**src/rtl/ctr_defines.svh**
```systemverilog
// register offsets, bit positions and reset values of the codec/touch control bank
`ifndef CTR_DEFINES_SVH
`define CTR_DEFINES_SVH

// ----------------------------------------------------------------
// register offsets
// ----------------------------------------------------------------
`define CTR_ADDR_RISE_EN      4'h2
`define CTR_ADDR_FALL_EN      4'h3
`define CTR_ADDR_IRQ          4'h4
`define CTR_ADDR_TEL_A        4'h5
`define CTR_ADDR_TEL_B        4'h6
`define CTR_ADDR_AUD_A        4'h7
`define CTR_ADDR_AUD_B        4'h8
`define CTR_ADDR_TOUCH        4'h9

// ----------------------------------------------------------------
// field positions
// ----------------------------------------------------------------
`define CTR_BIT_CLIP_TEL      14
`define CTR_BIT_CLIP_AUD      15
`define CTR_DIV_MSB           6
`define CTR_DIV_LSB           0
`define CTR_BIT_TEL_GAIN      7
`define CTR_BIT_TEL_VOICE     3
`define CTR_BIT_TEL_STICKY    4
`define CTR_BIT_TEL_ATTEN     6
`define CTR_BIT_TEL_SIDE      11
`define CTR_BIT_MUTE          13
`define CTR_BIT_IN_ON         14
`define CTR_BIT_OUT_ON        15
`define CTR_AUDIO_INPUT_GAIN_MSB      11
`define CTR_AUDIO_INPUT_GAIN_LSB      7
`define CTR_AUDIO_OUTPUT_ATTEN_MSB       4
`define CTR_AUDIO_OUTPUT_ATTEN_LSB       0
`define CTR_BIT_AUD_STICKY    6
`define CTR_BIT_AUDIO_LOOPBACK      8
`define CTR_PLATE_MSB         3
`define CTR_PLATE_LSB         0

// ----------------------------------------------------------------
// reset values and synchroniser stage count
// ----------------------------------------------------------------
`define CTR_TELECOM_RATE_DIVISOR_RST       7'h10
`define CTR_AUDIO_RATE_DIVISOR_RST       7'h09
`define CTR_SYNC_STAGES       2

`endif

```
**src/rtl/ctr_pkg.sv**
```systemverilog
// types shared by the codec/touch control bank
package ctr_pkg;

    // ----------------------------------------------------------------
    // register port request
    // ----------------------------------------------------------------
    typedef struct packed {
        logic        wr;
        logic        rd;
        logic [3:0]  addr;
        logic [15:0] wdata;
    } ctr_reg_req_t;

    // ----------------------------------------------------------------
    // control and clip status fields
    // ----------------------------------------------------------------
    typedef struct packed {
        logic [6:0] telecom_rate_divisor;
        logic       telecom_extra_gain;
        logic       telecom_input_atten;
        logic       telecom_voice_filter_on;
        logic       sidetone_suppress_on;
        logic       telecom_output_mute;
        logic       telecom_input_path_on;
        logic       telecom_output_path_on;
    } ctr_tel_ctrl_t;

    typedef struct packed {
        logic [6:0] audio_rate_divisor;
        logic [4:0] audio_input_gain;
        logic [4:0] audio_output_atten;
        logic       audio_loopback;
        logic       audio_output_mute;
        logic       audio_input_path_on;
        logic       audio_output_path_on;
    } ctr_aud_ctrl_t;

    typedef struct packed {
        logic plate_plus_y_power;
        logic plate_minus_y_power;
        logic plate_plus_x_power;
        logic plate_minus_x_power;
    } ctr_plate_t;

    typedef struct packed {
        logic audio_clip_irq_status;
        logic telecom_clip_irq_status;
        logic audio_clip_sticky;
        logic telecom_clip_sticky;
    } ctr_clip_t;

endpackage : ctr_pkg

```
**src/rtl/ctr_sync_edge.sv**
```systemverilog
// two-flop synchroniser for a clip level with edge pulses
`timescale 1ns/100ps
`default_nettype none
module ctr_sync_edge #(
    parameter int STAGES = 2
) (
    // clock and control
    input  wire logic clk,
    input  wire logic rst,
    input  wire logic ce,
    // asynchronous input
    input  wire logic async_in,
    // synchronised level and edges
    output logic      level,
    output logic      rise,
    output logic      fall
);
    logic [STAGES-1:0] chain;
    logic              prev;

    if (STAGES < 2) begin : g_chk
        $error("ctr_sync_edge needs at least two stages");
    end

    always_ff @(posedge clk) begin
        if (rst) begin
            chain <= '0;
            prev  <= 1'b0;
        end else if (ce) begin
            chain <= {chain[STAGES-2:0], async_in};
            prev  <= chain[STAGES-1];
        end
    end

    assign level = chain[STAGES-1];
    assign rise  = chain[STAGES-1] & ~prev;
    assign fall  = ~chain[STAGES-1] & prev;
endmodule : ctr_sync_edge
`default_nettype wire

```
**src/rtl/ctr_flag.sv**
```systemverilog
// status flag set by hardware, cleared by a written 0-to-1 change
`timescale 1ns/100ps
`default_nettype none
module ctr_flag (
    // clock and control
    input  wire logic clk,
    input  wire logic rst,
    input  wire logic ce,
    // hardware set
    input  wire logic set,
    // software write of the clear bit
    input  wire logic wr,
    input  wire logic wbit,
    // flag
    output logic      flag
);
    logic last_wr;
    logic clr;

    // clear only on a change from the previously written value
    assign clr = wr & wbit & ~last_wr;

    always_ff @(posedge clk) begin
        if (rst) begin
            last_wr <= 1'b0;
        end else if (ce && wr) begin
            last_wr <= wbit;
        end
    end

    // set wins over clear
    always_ff @(posedge clk) begin
        if (rst) begin
            flag <= 1'b0;
        end else if (ce) begin
            if (set) begin
                flag <= 1'b1;
            end else if (clr) begin
                flag <= 1'b0;
            end
        end
    end
endmodule : ctr_flag
`default_nettype wire

```
**src/rtl/ctr_regs.sv**
```systemverilog
// control register bank for the telecom codec, audio codec and touch plates
`timescale 1ns/100ps
`default_nettype none
`include "ctr_defines.svh"

// Contract
// - rising write to interrupt bit 14 clears telecom clip interrupt; read shows status.
// - rising write to interrupt bit 15 clears audio clip interrupt; read shows status.
// - telecom divisor in bits 0-6, resets to 16; software uses 16..127.
// - telecom A bit 7 enables extra +6dB telecom input gain.
// - telecom B bit 3 enables the voice band filter.
// - telecom B bit 4 reads sticky telecom clip status, held until cleared.
// - rising write to telecom B bit 4 clears the telecom clip status.
// - telecom B bit 6 gives -6dB attenuation and overrides the extra gain.
// - telecom B bit 11 activates sidetone suppression.
// - telecom B bits 13/14/15 mute output, enable input, enable output.
// - audio divisor in bits 0-6, resets to 9; software uses 6..127.
// - audio A bits 7-11 select audio input gain.
// - audio B bits 0-4 select audio output attenuation.
// - audio B bit 6 reads sticky audio clip status, held until cleared.
// - rising write to audio B bit 6 clears the audio clip status.
// - audio B bit 8 puts the audio codec in loopback.
// - audio B bits 13/14/15 mute output, enable input, enable output.
// - touch bits 0-3 power minus-X, plus-X, minus-Y, plus-Y plates.
// - all control fields reset to zero except the two divisors.
// - clip interrupt latches on rising clip edge when rising enable is set.
// - clip interrupt latches on falling clip edge when falling enable is set.
module ctr_regs (
    // clock, reset, enable
    input  wire logic                 CLK,
    input  wire logic                 RESET,
    input  wire logic                 CE,
    // register port
    input  wire ctr_pkg::ctr_reg_req_t REG_REQ,
    output logic [15:0]               REG_RDATA,
    // clip detectors, asynchronous: bit 0 telecom, bit 1 audio
    input  wire logic [1:0]           CLIP_IN,
    // control outputs
    output ctr_pkg::ctr_tel_ctrl_t    TEL_CTRL,
    output logic                      TEL_GAIN_BOOST,
    output ctr_pkg::ctr_aud_ctrl_t    AUD_CTRL,
    output ctr_pkg::ctr_plate_t       PLATE_POWER,
    output ctr_pkg::ctr_clip_t        CLIP_STATUS
);
    import ctr_pkg::*;

    // ----------------------------------------------------------------
    // decode
    // ----------------------------------------------------------------
    logic        wr_rise_en;
    logic        wr_fall_en;
    logic        wr_irq;
    logic        wr_tel_a;
    logic        wr_tel_b;
    logic        wr_aud_a;
    logic        wr_aud_b;
    logic        wr_touch;
    logic [15:0] wd;

    assign wd         = REG_REQ.wdata;
    assign wr_rise_en = REG_REQ.wr && REG_REQ.addr == `CTR_ADDR_RISE_EN;
    assign wr_fall_en = REG_REQ.wr && REG_REQ.addr == `CTR_ADDR_FALL_EN;
    assign wr_irq     = REG_REQ.wr && REG_REQ.addr == `CTR_ADDR_IRQ;
    assign wr_tel_a   = REG_REQ.wr && REG_REQ.addr == `CTR_ADDR_TEL_A;
    assign wr_tel_b   = REG_REQ.wr && REG_REQ.addr == `CTR_ADDR_TEL_B;
    assign wr_aud_a   = REG_REQ.wr && REG_REQ.addr == `CTR_ADDR_AUD_A;
    assign wr_aud_b   = REG_REQ.wr && REG_REQ.addr == `CTR_ADDR_AUD_B;
    assign wr_touch   = REG_REQ.wr && REG_REQ.addr == `CTR_ADDR_TOUCH;

    // ----------------------------------------------------------------
    // edge enables
    // ----------------------------------------------------------------
    logic [1:0] rise_en;
    logic [1:0] fall_en;

    always_ff @(posedge CLK) begin
        if (RESET) begin
            rise_en <= 2'h0;
        end else if (CE && wr_rise_en) begin
            rise_en <= wd[`CTR_BIT_CLIP_AUD:`CTR_BIT_CLIP_TEL];
        end
    end

    always_ff @(posedge CLK) begin
        if (RESET) begin
            fall_en <= 2'h0;
        end else if (CE && wr_fall_en) begin
            fall_en <= wd[`CTR_BIT_CLIP_AUD:`CTR_BIT_CLIP_TEL];
        end
    end

    // ----------------------------------------------------------------
    // telecom control
    // ----------------------------------------------------------------
    always_ff @(posedge CLK) begin
        if (RESET) begin
            TEL_CTRL.telecom_rate_divisor <= `CTR_TELECOM_RATE_DIVISOR_RST;
            TEL_CTRL.telecom_extra_gain   <= 1'b0;
        end else if (CE && wr_tel_a) begin
            TEL_CTRL.telecom_rate_divisor <= wd[`CTR_DIV_MSB:`CTR_DIV_LSB];
            TEL_CTRL.telecom_extra_gain   <= wd[`CTR_BIT_TEL_GAIN];
        end
    end

    always_ff @(posedge CLK) begin
        if (RESET) begin
            TEL_CTRL.telecom_input_atten     <= 1'b0;
            TEL_CTRL.telecom_voice_filter_on <= 1'b0;
            TEL_CTRL.sidetone_suppress_on    <= 1'b0;
            TEL_CTRL.telecom_output_mute     <= 1'b0;
            TEL_CTRL.telecom_input_path_on   <= 1'b0;
            TEL_CTRL.telecom_output_path_on  <= 1'b0;
        end else if (CE && wr_tel_b) begin
            TEL_CTRL.telecom_input_atten     <= wd[`CTR_BIT_TEL_ATTEN];
            TEL_CTRL.telecom_voice_filter_on <= wd[`CTR_BIT_TEL_VOICE];
            TEL_CTRL.sidetone_suppress_on    <= wd[`CTR_BIT_TEL_SIDE];
            TEL_CTRL.telecom_output_mute     <= wd[`CTR_BIT_MUTE];
            TEL_CTRL.telecom_input_path_on   <= wd[`CTR_BIT_IN_ON];
            TEL_CTRL.telecom_output_path_on  <= wd[`CTR_BIT_OUT_ON];
        end
    end

    // attenuation overrides the extra gain
    always_ff @(posedge CLK) begin
        if (RESET) begin
            TEL_GAIN_BOOST <= 1'b0;
        end else if (CE) begin
            TEL_GAIN_BOOST <= TEL_CTRL.telecom_extra_gain
                              & ~TEL_CTRL.telecom_input_atten;
        end
    end

    // ----------------------------------------------------------------
    // audio control
    // ----------------------------------------------------------------
    always_ff @(posedge CLK) begin
        if (RESET) begin
            AUD_CTRL.audio_rate_divisor <= `CTR_AUDIO_RATE_DIVISOR_RST;
            AUD_CTRL.audio_input_gain   <= 5'h00;
        end else if (CE && wr_aud_a) begin
            AUD_CTRL.audio_rate_divisor <= wd[`CTR_DIV_MSB:`CTR_DIV_LSB];
            AUD_CTRL.audio_input_gain   <= wd[`CTR_AUDIO_INPUT_GAIN_MSB:`CTR_AUDIO_INPUT_GAIN_LSB];
        end
    end

    always_ff @(posedge CLK) begin
        if (RESET) begin
            AUD_CTRL.audio_output_atten   <= 5'h00;
            AUD_CTRL.audio_loopback       <= 1'b0;
            AUD_CTRL.audio_output_mute    <= 1'b0;
            AUD_CTRL.audio_input_path_on  <= 1'b0;
            AUD_CTRL.audio_output_path_on <= 1'b0;
        end else if (CE && wr_aud_b) begin
            AUD_CTRL.audio_output_atten   <= wd[`CTR_AUDIO_OUTPUT_ATTEN_MSB:`CTR_AUDIO_OUTPUT_ATTEN_LSB];
            AUD_CTRL.audio_loopback       <= wd[`CTR_BIT_AUDIO_LOOPBACK];
            AUD_CTRL.audio_output_mute    <= wd[`CTR_BIT_MUTE];
            AUD_CTRL.audio_input_path_on  <= wd[`CTR_BIT_IN_ON];
            AUD_CTRL.audio_output_path_on <= wd[`CTR_BIT_OUT_ON];
        end
    end

    // ----------------------------------------------------------------
    // touch plates
    // ----------------------------------------------------------------
    always_ff @(posedge CLK) begin
        if (RESET) begin
            PLATE_POWER <= '0;
        end else if (CE && wr_touch) begin
            PLATE_POWER <= wd[`CTR_PLATE_MSB:`CTR_PLATE_LSB];
        end
    end

    // ----------------------------------------------------------------
    // clip channels: 0 telecom, 1 audio
    // ----------------------------------------------------------------
    logic [1:0] clip_level;
    logic [1:0] clip_rise;
    logic [1:0] clip_fall;
    logic [1:0] irq_set;
    logic [1:0] irq_stat;
    logic [1:0] sticky;

    for (genvar ch = 0; ch < 2; ch++) begin : g_ch
        ctr_sync_edge #(
            .STAGES   (`CTR_SYNC_STAGES)
        ) u_sync (
            .clk      (CLK),
            .rst      (RESET),
            .ce       (CE),
            .async_in (CLIP_IN[ch]),
            .level    (clip_level[ch]),
            .rise     (clip_rise[ch]),
            .fall     (clip_fall[ch])
        );

        // edge interrupt gated by its enables
        assign irq_set[ch] = (clip_rise[ch] & rise_en[ch])
                           | (clip_fall[ch] & fall_en[ch]);

        ctr_flag u_irq (
            .clk  (CLK),
            .rst  (RESET),
            .ce   (CE),
            .set  (irq_set[ch]),
            .wr   (wr_irq),
            .wbit (wd[`CTR_BIT_CLIP_TEL + ch]),
            .flag (irq_stat[ch])
        );

        // sticky detection status
        ctr_flag u_sticky (
            .clk  (CLK),
            .rst  (RESET),
            .ce   (CE),
            .set  (clip_level[ch]),
            .wr   (ch == 0 ? wr_tel_b : wr_aud_b),
            .wbit (ch == 0 ? wd[`CTR_BIT_TEL_STICKY] : wd[`CTR_BIT_AUD_STICKY]),
            .flag (sticky[ch])
        );
    end

    assign CLIP_STATUS = {irq_stat[1], irq_stat[0], sticky[1], sticky[0]};

    // ----------------------------------------------------------------
    // read back
    // ----------------------------------------------------------------
    logic [15:0] next_rdata;

    always_comb begin
        next_rdata = 16'h0000;
        case (REG_REQ.addr)
            `CTR_ADDR_RISE_EN: begin
                next_rdata[`CTR_BIT_CLIP_AUD:`CTR_BIT_CLIP_TEL] = rise_en;
            end
            `CTR_ADDR_FALL_EN: begin
                next_rdata[`CTR_BIT_CLIP_AUD:`CTR_BIT_CLIP_TEL] = fall_en;
            end
            `CTR_ADDR_IRQ: begin
                next_rdata[`CTR_BIT_CLIP_AUD:`CTR_BIT_CLIP_TEL] = irq_stat;
            end
            `CTR_ADDR_TEL_A: begin
                next_rdata[`CTR_DIV_MSB:`CTR_DIV_LSB] = TEL_CTRL.telecom_rate_divisor;
                next_rdata[`CTR_BIT_TEL_GAIN]         = TEL_CTRL.telecom_extra_gain;
            end
            `CTR_ADDR_TEL_B: begin
                next_rdata[`CTR_BIT_TEL_VOICE]  = TEL_CTRL.telecom_voice_filter_on;
                next_rdata[`CTR_BIT_TEL_STICKY] = sticky[0];
                next_rdata[`CTR_BIT_TEL_ATTEN]  = TEL_CTRL.telecom_input_atten;
                next_rdata[`CTR_BIT_TEL_SIDE]   = TEL_CTRL.sidetone_suppress_on;
                next_rdata[`CTR_BIT_MUTE]       = TEL_CTRL.telecom_output_mute;
                next_rdata[`CTR_BIT_IN_ON]      = TEL_CTRL.telecom_input_path_on;
                next_rdata[`CTR_BIT_OUT_ON]     = TEL_CTRL.telecom_output_path_on;
            end
            `CTR_ADDR_AUD_A: begin
                next_rdata[`CTR_DIV_MSB:`CTR_DIV_LSB] = AUD_CTRL.audio_rate_divisor;
                next_rdata[`CTR_AUDIO_INPUT_GAIN_MSB:`CTR_AUDIO_INPUT_GAIN_LSB] = AUD_CTRL.audio_input_gain;
            end
            `CTR_ADDR_AUD_B: begin
                next_rdata[`CTR_AUDIO_OUTPUT_ATTEN_MSB:`CTR_AUDIO_OUTPUT_ATTEN_LSB] = AUD_CTRL.audio_output_atten;
                next_rdata[`CTR_BIT_AUD_STICKY] = sticky[1];
                next_rdata[`CTR_BIT_AUDIO_LOOPBACK]   = AUD_CTRL.audio_loopback;
                next_rdata[`CTR_BIT_MUTE]       = AUD_CTRL.audio_output_mute;
                next_rdata[`CTR_BIT_IN_ON]      = AUD_CTRL.audio_input_path_on;
                next_rdata[`CTR_BIT_OUT_ON]     = AUD_CTRL.audio_output_path_on;
            end
            `CTR_ADDR_TOUCH: begin
                next_rdata[`CTR_PLATE_MSB:`CTR_PLATE_LSB] = PLATE_POWER;
            end
            default: begin
                next_rdata = 16'h0000;
            end
        endcase
    end

    always_ff @(posedge CLK) begin
        if (RESET) begin
            REG_RDATA <= 16'h0000;
        end else if (CE && REG_REQ.rd) begin
            REG_RDATA <= next_rdata;
        end
    end
endmodule : ctr_regs
`default_nettype wire

```
**config.mk**
```make
export PLATFORM = sky130hd
export DESIGN_NAME = ctr_regs
export DESIGN_NICKNAME = d
export VERILOG_FILES = /design/src/rtl/ctr_pkg.sv /design/src/rtl/ctr_sync_edge.sv /design/src/rtl/ctr_flag.sv /design/src/rtl/ctr_regs.sv
export VERILOG_INCLUDE_DIRS = /design/src /design/src/rtl
export SDC_FILE = /design/constraint.sdc
export NUM_CORES = 1
export LEC_CHECK = 0
export ABC_AREA = 1
export BUFFER_PORTS_ARGS = -buffer_cell sky130_fd_sc_hd__buf_2
export CAP_MARGIN = 15
export CORE_AREA = 2 2 81 83
export DETAILED_ROUTE_END_ITERATION = 6
export DIE_AREA = 0 0 83 85
export PLACE_DENSITY = 0.8
export SLEW_MARGIN = 20
export SYNTH_ARGS = -nofsm -noshare
export SYNTH_HDL_FRONTEND = slang
export SYNTH_SLANG_ARGS = --single-unit
export TNS_END_PERCENT = 100
```
**constraint.sdc**
```tcl
create_clock -name CLK -period 1.8 [get_ports CLK]
set_clock_uncertainty 0.1 [all_clocks]
set_input_delay 0.27 -clock CLK [delete_from_list [all_inputs] [get_ports CLK]]
set_output_delay 0.27 -clock CLK [all_outputs]
set_load 0.03 [all_outputs]
```
==> out/qor.yml, run 1 <==
timing:
  finalSetupViolations: 0
  rsz0062_at_grt: "false"
  fin_tns_setup_ns: 0
  fmaxAchievable_mhz: 709
  hold_ws_ns: 0.0465
  report.final.slew_viol_count: 0
  final_hold_viol_count: 0
  finalCritPeriodShare: 0.783
  fin_crit_ns: 1.41
grt:
  antenna_found_initial: 0
  grt_overflow: 0
  globalRouteTotalUtil: 0.238
  grt_pass1_wl_mm: 13.3
  grt_pass1_vias: 2728
  grt_max_degree: 48
worst_setup_path:
  critPathKind: "input pin to register"
  slowest_stage: "nand2_2"
  critical_path_required_ns: 1.98
  crit_chain: "buf_2, inv_2, nand2_1, nor2_4, nand2_2, inv_2, nand2_1, a21oi_1"
  rr_worst_depth: 4
  cp_num_cells: 8
  worstPathArrival_ns: 1.59
  cp_max_fo: 17
  start_kind: "input pin"
  cpPeakStageDelay_ns: 0.28
  end_kind: "register"
  critPathTopFamily: "simple AND/OR/NAND/NOR gates"
  cp_num_buf_inv: 3
min_path:
  hold_depth: 3
  hp-class: "input pin to register"
power_and_ir_drop:
  p_leak_uw: 0.00174
  ir_worst_vdd_v: 0.000565
  p_per_area_nw_per_um2: 904
  total_power_uw: 3440
cts:
  cts_max_level: 3
  path_clk_slew_ns: 0.07
  clk_latency_ns: 0.35
  cts_setup_buffers: 0
  cts_buffer_depth: 2
  cts-root-buf: "clkbuf_8"
  clkSinkCount: 73
  cts_made_buffers: 9
  tritoncts: "yes"
  ctsHoldBuffers: 0
  cts.repair.resized: 0
run_status:
  status: "finished, final reports clean"
layout:
  layout-drive-gt1-share: 0.253
  final_nets: 532
  fin_area_um2: 3800
  fillers: 551
  seq_area_um2: 1460
  areaGrowthSynthToFinish_pct: 22.2
  antenna_cells: 0
  final_util: 0.612
  multi_input_area_um2: 1330
die:
  die_area_um2: 7060
  std_cell_rows: 29
  start_util: 0.501
  die_h_um: 85
  boundaryPins: 87
  fp.dieW_um: 83
  coreArea_um2: 6200
drt:
  drtIter0Drc: 194
  antenna_left: 0
  vias: 3103
  wirelength_mm: 8.33
  drt_first_pass_iters: 5
  wl_per_cell_um: 14.2
  avgViaCountPerCell: 5.29
  drc_errors: 0
synth:
  synth_top_family_by_area: "simple AND/OR/NAND/NOR gates"
  synthTopCellsByArea: "dfxtp_1 47%, o21ai_0 8.7%, a21oi_1 8.2%, nand2_1 8.0%, inv_1 4.9%"
  synth-simple-area-share: 0.225
  syn_nets: 448
  synthCells: 421
  yosys.area_share.adder: 0
  yosysTopAreaCellShare: 0.470
  ys_ff_latch: 73
  avgSynthCellArea_um2: 7.39
  synth.yosys.seq_area_share: 0.470
  synthMuxAreaShare: 0
  async_flop_share: 0
  syn_area_um2: 3110
  synth_edf_count: 0
  synth_ff_type: "dfxtp_1"
  ys_warn_count: 0
  synth_cell_types: 27
  synth-compound-area-share: 0.202
  synth_top_cell_by_area: "dfxtp_1"
  synth-xor-area-share: 0
placement:
  hpwl_mm: 5.92
  io_buffer_count: 84
  dpl_cell_area_um2: 3580
  place_congestion: 0.890
job:
  maxCapViolCount: 0
## cells by family after synthesis
logic type,after synthesis
AND/OR/NAND/NOR,153
AO/OA/AOI/OAI,123
buffers and inverters,71
other,1
flip-flops,73
## cells in the mapped netlist, types with 3 or more instances
cell type  count
dfxtp_1       73
nand2_1       66
o21ai_0       54
a21oi_1       51
inv_1         41
nor2_1        41
nand3_1       26
o21ai_1       11
clkbuf_1       9
buf_4          8
inv_2          6
o22ai_1        5
nand3b_1       4
buf_2          3
nor2_2         3
nor2_4         3
nor3_1         3
## layout by cell type, fill, tap and decap left out, types with 2 or more instances in the layout
cell and count:
clkinv_2 2, buf_4 12, nand2_4 2, nor2_4 3, nor3_1 3, o22ai_1 5
a21oi_1 51, nor2_1 41, buf_2 84, nor2_2 3, dfxtp_1 73, bufinv_16 2
nand2_2 2, o21bai_1 2, o21ai_0 54, clkbuf_8 10, nand3_1 26, nand2_1 66
o21ai_1 11, inv_1 41, inv_2 6, nand3b_1 4
## state kept, by name, summed over array words and instances, names as in the netlist
name / count
fall_en: 2
g_ch.u_sync.prev: 2
rise_en: 2
g_ch.u_sticky.flag: 2
AUD_CTRL: 21
g_ch.u_irq.last_wr: 2
g_ch.u_sticky.last_wr: 2
TEL_CTRL: 14
g_ch.u_irq.flag: 2
g_ch.u_sync.chain: 4
PLATE_POWER: 4
REG_RDATA: 15
TEL_GAIN_BOOST: 1
## worst min-delay path: stages
cell	delay, ns
buf_2	0.07
nor2_1	0.03
nor2_1	0.08
## per-stage QoR
step | setup slack [ns] | cells
2_1_floorplan | 0.462 | 421
3_5_place_dp | 0.0801 | 571
5_1_grt | 0.279 | 587
6_report | 0.390 | 587
3_3_place_gp | 0.144 | 571
4_1_cts | 0.443 | 587
## path summary, 6_finish.rpt
path,startpoint,to,slack (ns)
setup / recovery,REG_REQ[19],AUD_CTRL[18],0.39
hold / removal,CLIP_IN[1],g_ch[1].u_sync.chain[0],0.05
setup reg to reg,g_ch[0].u_irq.flag,REG_RDATA[14],0.84
hold reg to reg,g_ch[1].u_sticky.last_wr,g_ch[1].u_sticky.last_wr,0.36
## layer usage
metal	track usage	share of wire	wire, um	vias up
met5	0	0	0	-
met2	0.378	0.47	3930	139
met1	0.308	0.42	3540	1410
met4	0.106	0.020	167	0
li1	-	-	-	1543
met3	0.0574	0.083	689	11
## layout make-up
cell class,count,share of cell area
Inverter,48,0.0474
Clock buffer,11,0.0372
Timing Repair Buffer,96,0.134
Tap cell,77,0.0254
Sequential cell,73,0.385
Multi-Input combinational cell,277,0.350
Clock inverter,5,0.0207
## where the power goes
group / switching, uW / leakage (uW) / total, uW / internal, uW
registers: 22.1 / 0.000592 / 1670 / 1650
logic: 229 / 0.00104 / 327 / 98.3
clock network: 618 / 0.000113 / 1430 / 817
total: 869 / 0.00174 / 3440 / 2570
No activity file was read; power rests on OpenSTA's default activity.
==> run 2, diff against run 1 <==
Clock period 1.8 ns to 1.4 ns, I/O delays scaled along.
==> out/qor.yml, run 2 (same netlist as run 1, synthesis figures left out) <==
run_status:
  status: "finished, final reports clean"
timing:
  fin_crit_ns: 1.31
  finalSetupViolations: 0
  fin_tns_setup_ns: 0
  finalCritPeriodShare: 0.935
  final_hold_viol_count: 0
  report.final.slew_viol_count: 0
  rsz0062_at_grt: "false"
  fmaxAchievable_mhz: 764
worst_setup_path:
  cp_max_fo: 3
  worstPathArrival_ns: 1.00
  crit_chain: "buf_2"
  end_kind: "primary output"
  cpPeakStageDelay_ns: 0.41
  critPathTopFamily: "flip-flops"
  start_kind: "register"
  critical_path_required_ns: 1.09
  cp_num_buf_inv: 1
  critPathKind: "register to primary output"
  slowest_stage: "dfxtp_1"
cts:
  tritoncts: "yes"
  path_clk_slew_ns: 0.08
  cts_made_buffers: 9
  clk_latency_ns: 0.35
  cts_buffer_depth: 2
  cts_max_level: 3
  clkSinkCount: 73
  cts-root-buf: "clkbuf_8"
drt:
  wirelength_mm: 8.64
  avgViaCountPerCell: 5.32
  drc_errors: 0
  drt_first_pass_iters: 4
  antenna_left: 0
  vias: 3201
  wl_per_cell_um: 14.4
  drtIter0Drc: 183
min_path:
  hp-class: "input pin to register"
grt:
  grt_pass1_wl_mm: 13.6
  globalRouteTotalUtil: 0.243
  grt_max_degree: 27
  grt_pass1_vias: 2883
  grt_overflow: 0
  antenna_found_initial: 0
die:
  die_area_um2: 7060
  boundaryPins: 87
  start_util: 0.501
  coreArea_um2: 6200
  fp.dieW_um: 83
  std_cell_rows: 29
  die_h_um: 85
placement:
  hpwl_mm: 6.16
  dpl_cell_area_um2: 3680
  place_congestion: 0.879
  io_buffer_count: 84
layout:
  largest-register: "AUD_CTRL"
  fillers: 546
  reg_top3: "AUD_CTRL (21), REG_RDATA (15), TEL_CTRL (14)"
  layout-drive-gt1-share: 0.269
  layout_common_cells: "84 x buf_2, 73 x dfxtp_1, 66 x nand2_1, 54 x o21ai_0, 51 x a21oi_1"
  final_common_cell: "buf_2"
  multi_input_area_um2: 1330
  antenna_cells: 0
  fin_area_um2: 3910
  seq_area_um2: 1460
  final_nets: 547
  areaGrowthSynthToFinish_pct: 25.6
  largest_reg_flops: 21
power_and_ir_drop:
  p_leak_uw: 0.00181
  p_per_area_nw_per_um2: 1110
  ir_worst_vdd_v: 0.000772
job:
  maxCapViolCount: 0
## run 2: cell types whose count changed in the layout (fill, tap and decap cells not counted), sizes merged
cell         before  now
bufinv            2    1
dlygate4sd3       0    2
clkbuf           11   14
clkinv            4    2
buf              96  109
## run 2: area by class of cell
cell class / count / area share
clock inverter: 2 / 0.00897
sequential: 73 / 0.374
multi-input combinational: 277 / 0.341
tap: 77 / 0.0247
inverter: 48 / 0.0461
clock buffer: 14 / 0.0442
timing repair buffer: 111 / 0.161
## run 2: report_power, final
group	internal, uW	switching (uW)	total (uW)	leakage, uW
registers	2130	29.1	2150	0.000592
logic	142	299	442	0.00111
clock network	968	753	1720	0.000107
## run 2: layer usage
metal | global-route usage | vias up | part of all wire
li1 | - | 1571 | -
met1 | 0.308 | 1488 | 0.43
met2 | 0.398 | 123 | 0.47
met3 | 0.0545 | 19 | 0.067
met4 | 0.110 | 0 | 0.027
met5 | 0 | - | 0
## run 2: metrics by stage
stage / worst slack, ns / std cells / hold slack (ns) / power (uW) / util
after global routing: 0.0737 / 602 / 0.0217 / 4500 / 0.629
after floorplan: 0.122 / 421 / 0.223 / 2470 / -
after CTS: 0.0994 / 602 / 0.00120 / 4320 / 0.629
final: 0.0910 / 602 / 0.00624 / 4320 / 0.629
after detailed placement: 0.00865 / 584 / 0.341 / 2630 / 0.593
after global placement: 0.0366 / 584 / 0.331 / 2620 / 0.593
## run 2: final timing paths
kind / cells past startpoint / endpoint / slack [ns] / from
setup / recovery: 1 / TEL_CTRL[6] / 0.09 / TEL_CTRL[6]
hold reg to reg: 2 / g_ch[0].u_sticky.last_wr / 0.36 / g_ch[0].u_sticky.last_wr
setup reg to reg: 4 / g_ch[1].u_irq.flag / 0.41 / fall_en[1]
hold / removal: 3 / AUD_CTRL[14] / 0.006 / REG_REQ[0]
## run 2: what timing repair did
action                     CTS  global route
hold endpoints to repair     2             0
setup endpoints to repair    0             0
gates resized for setup      0             0
setup buffers                0             0
hold buffers                 2             0
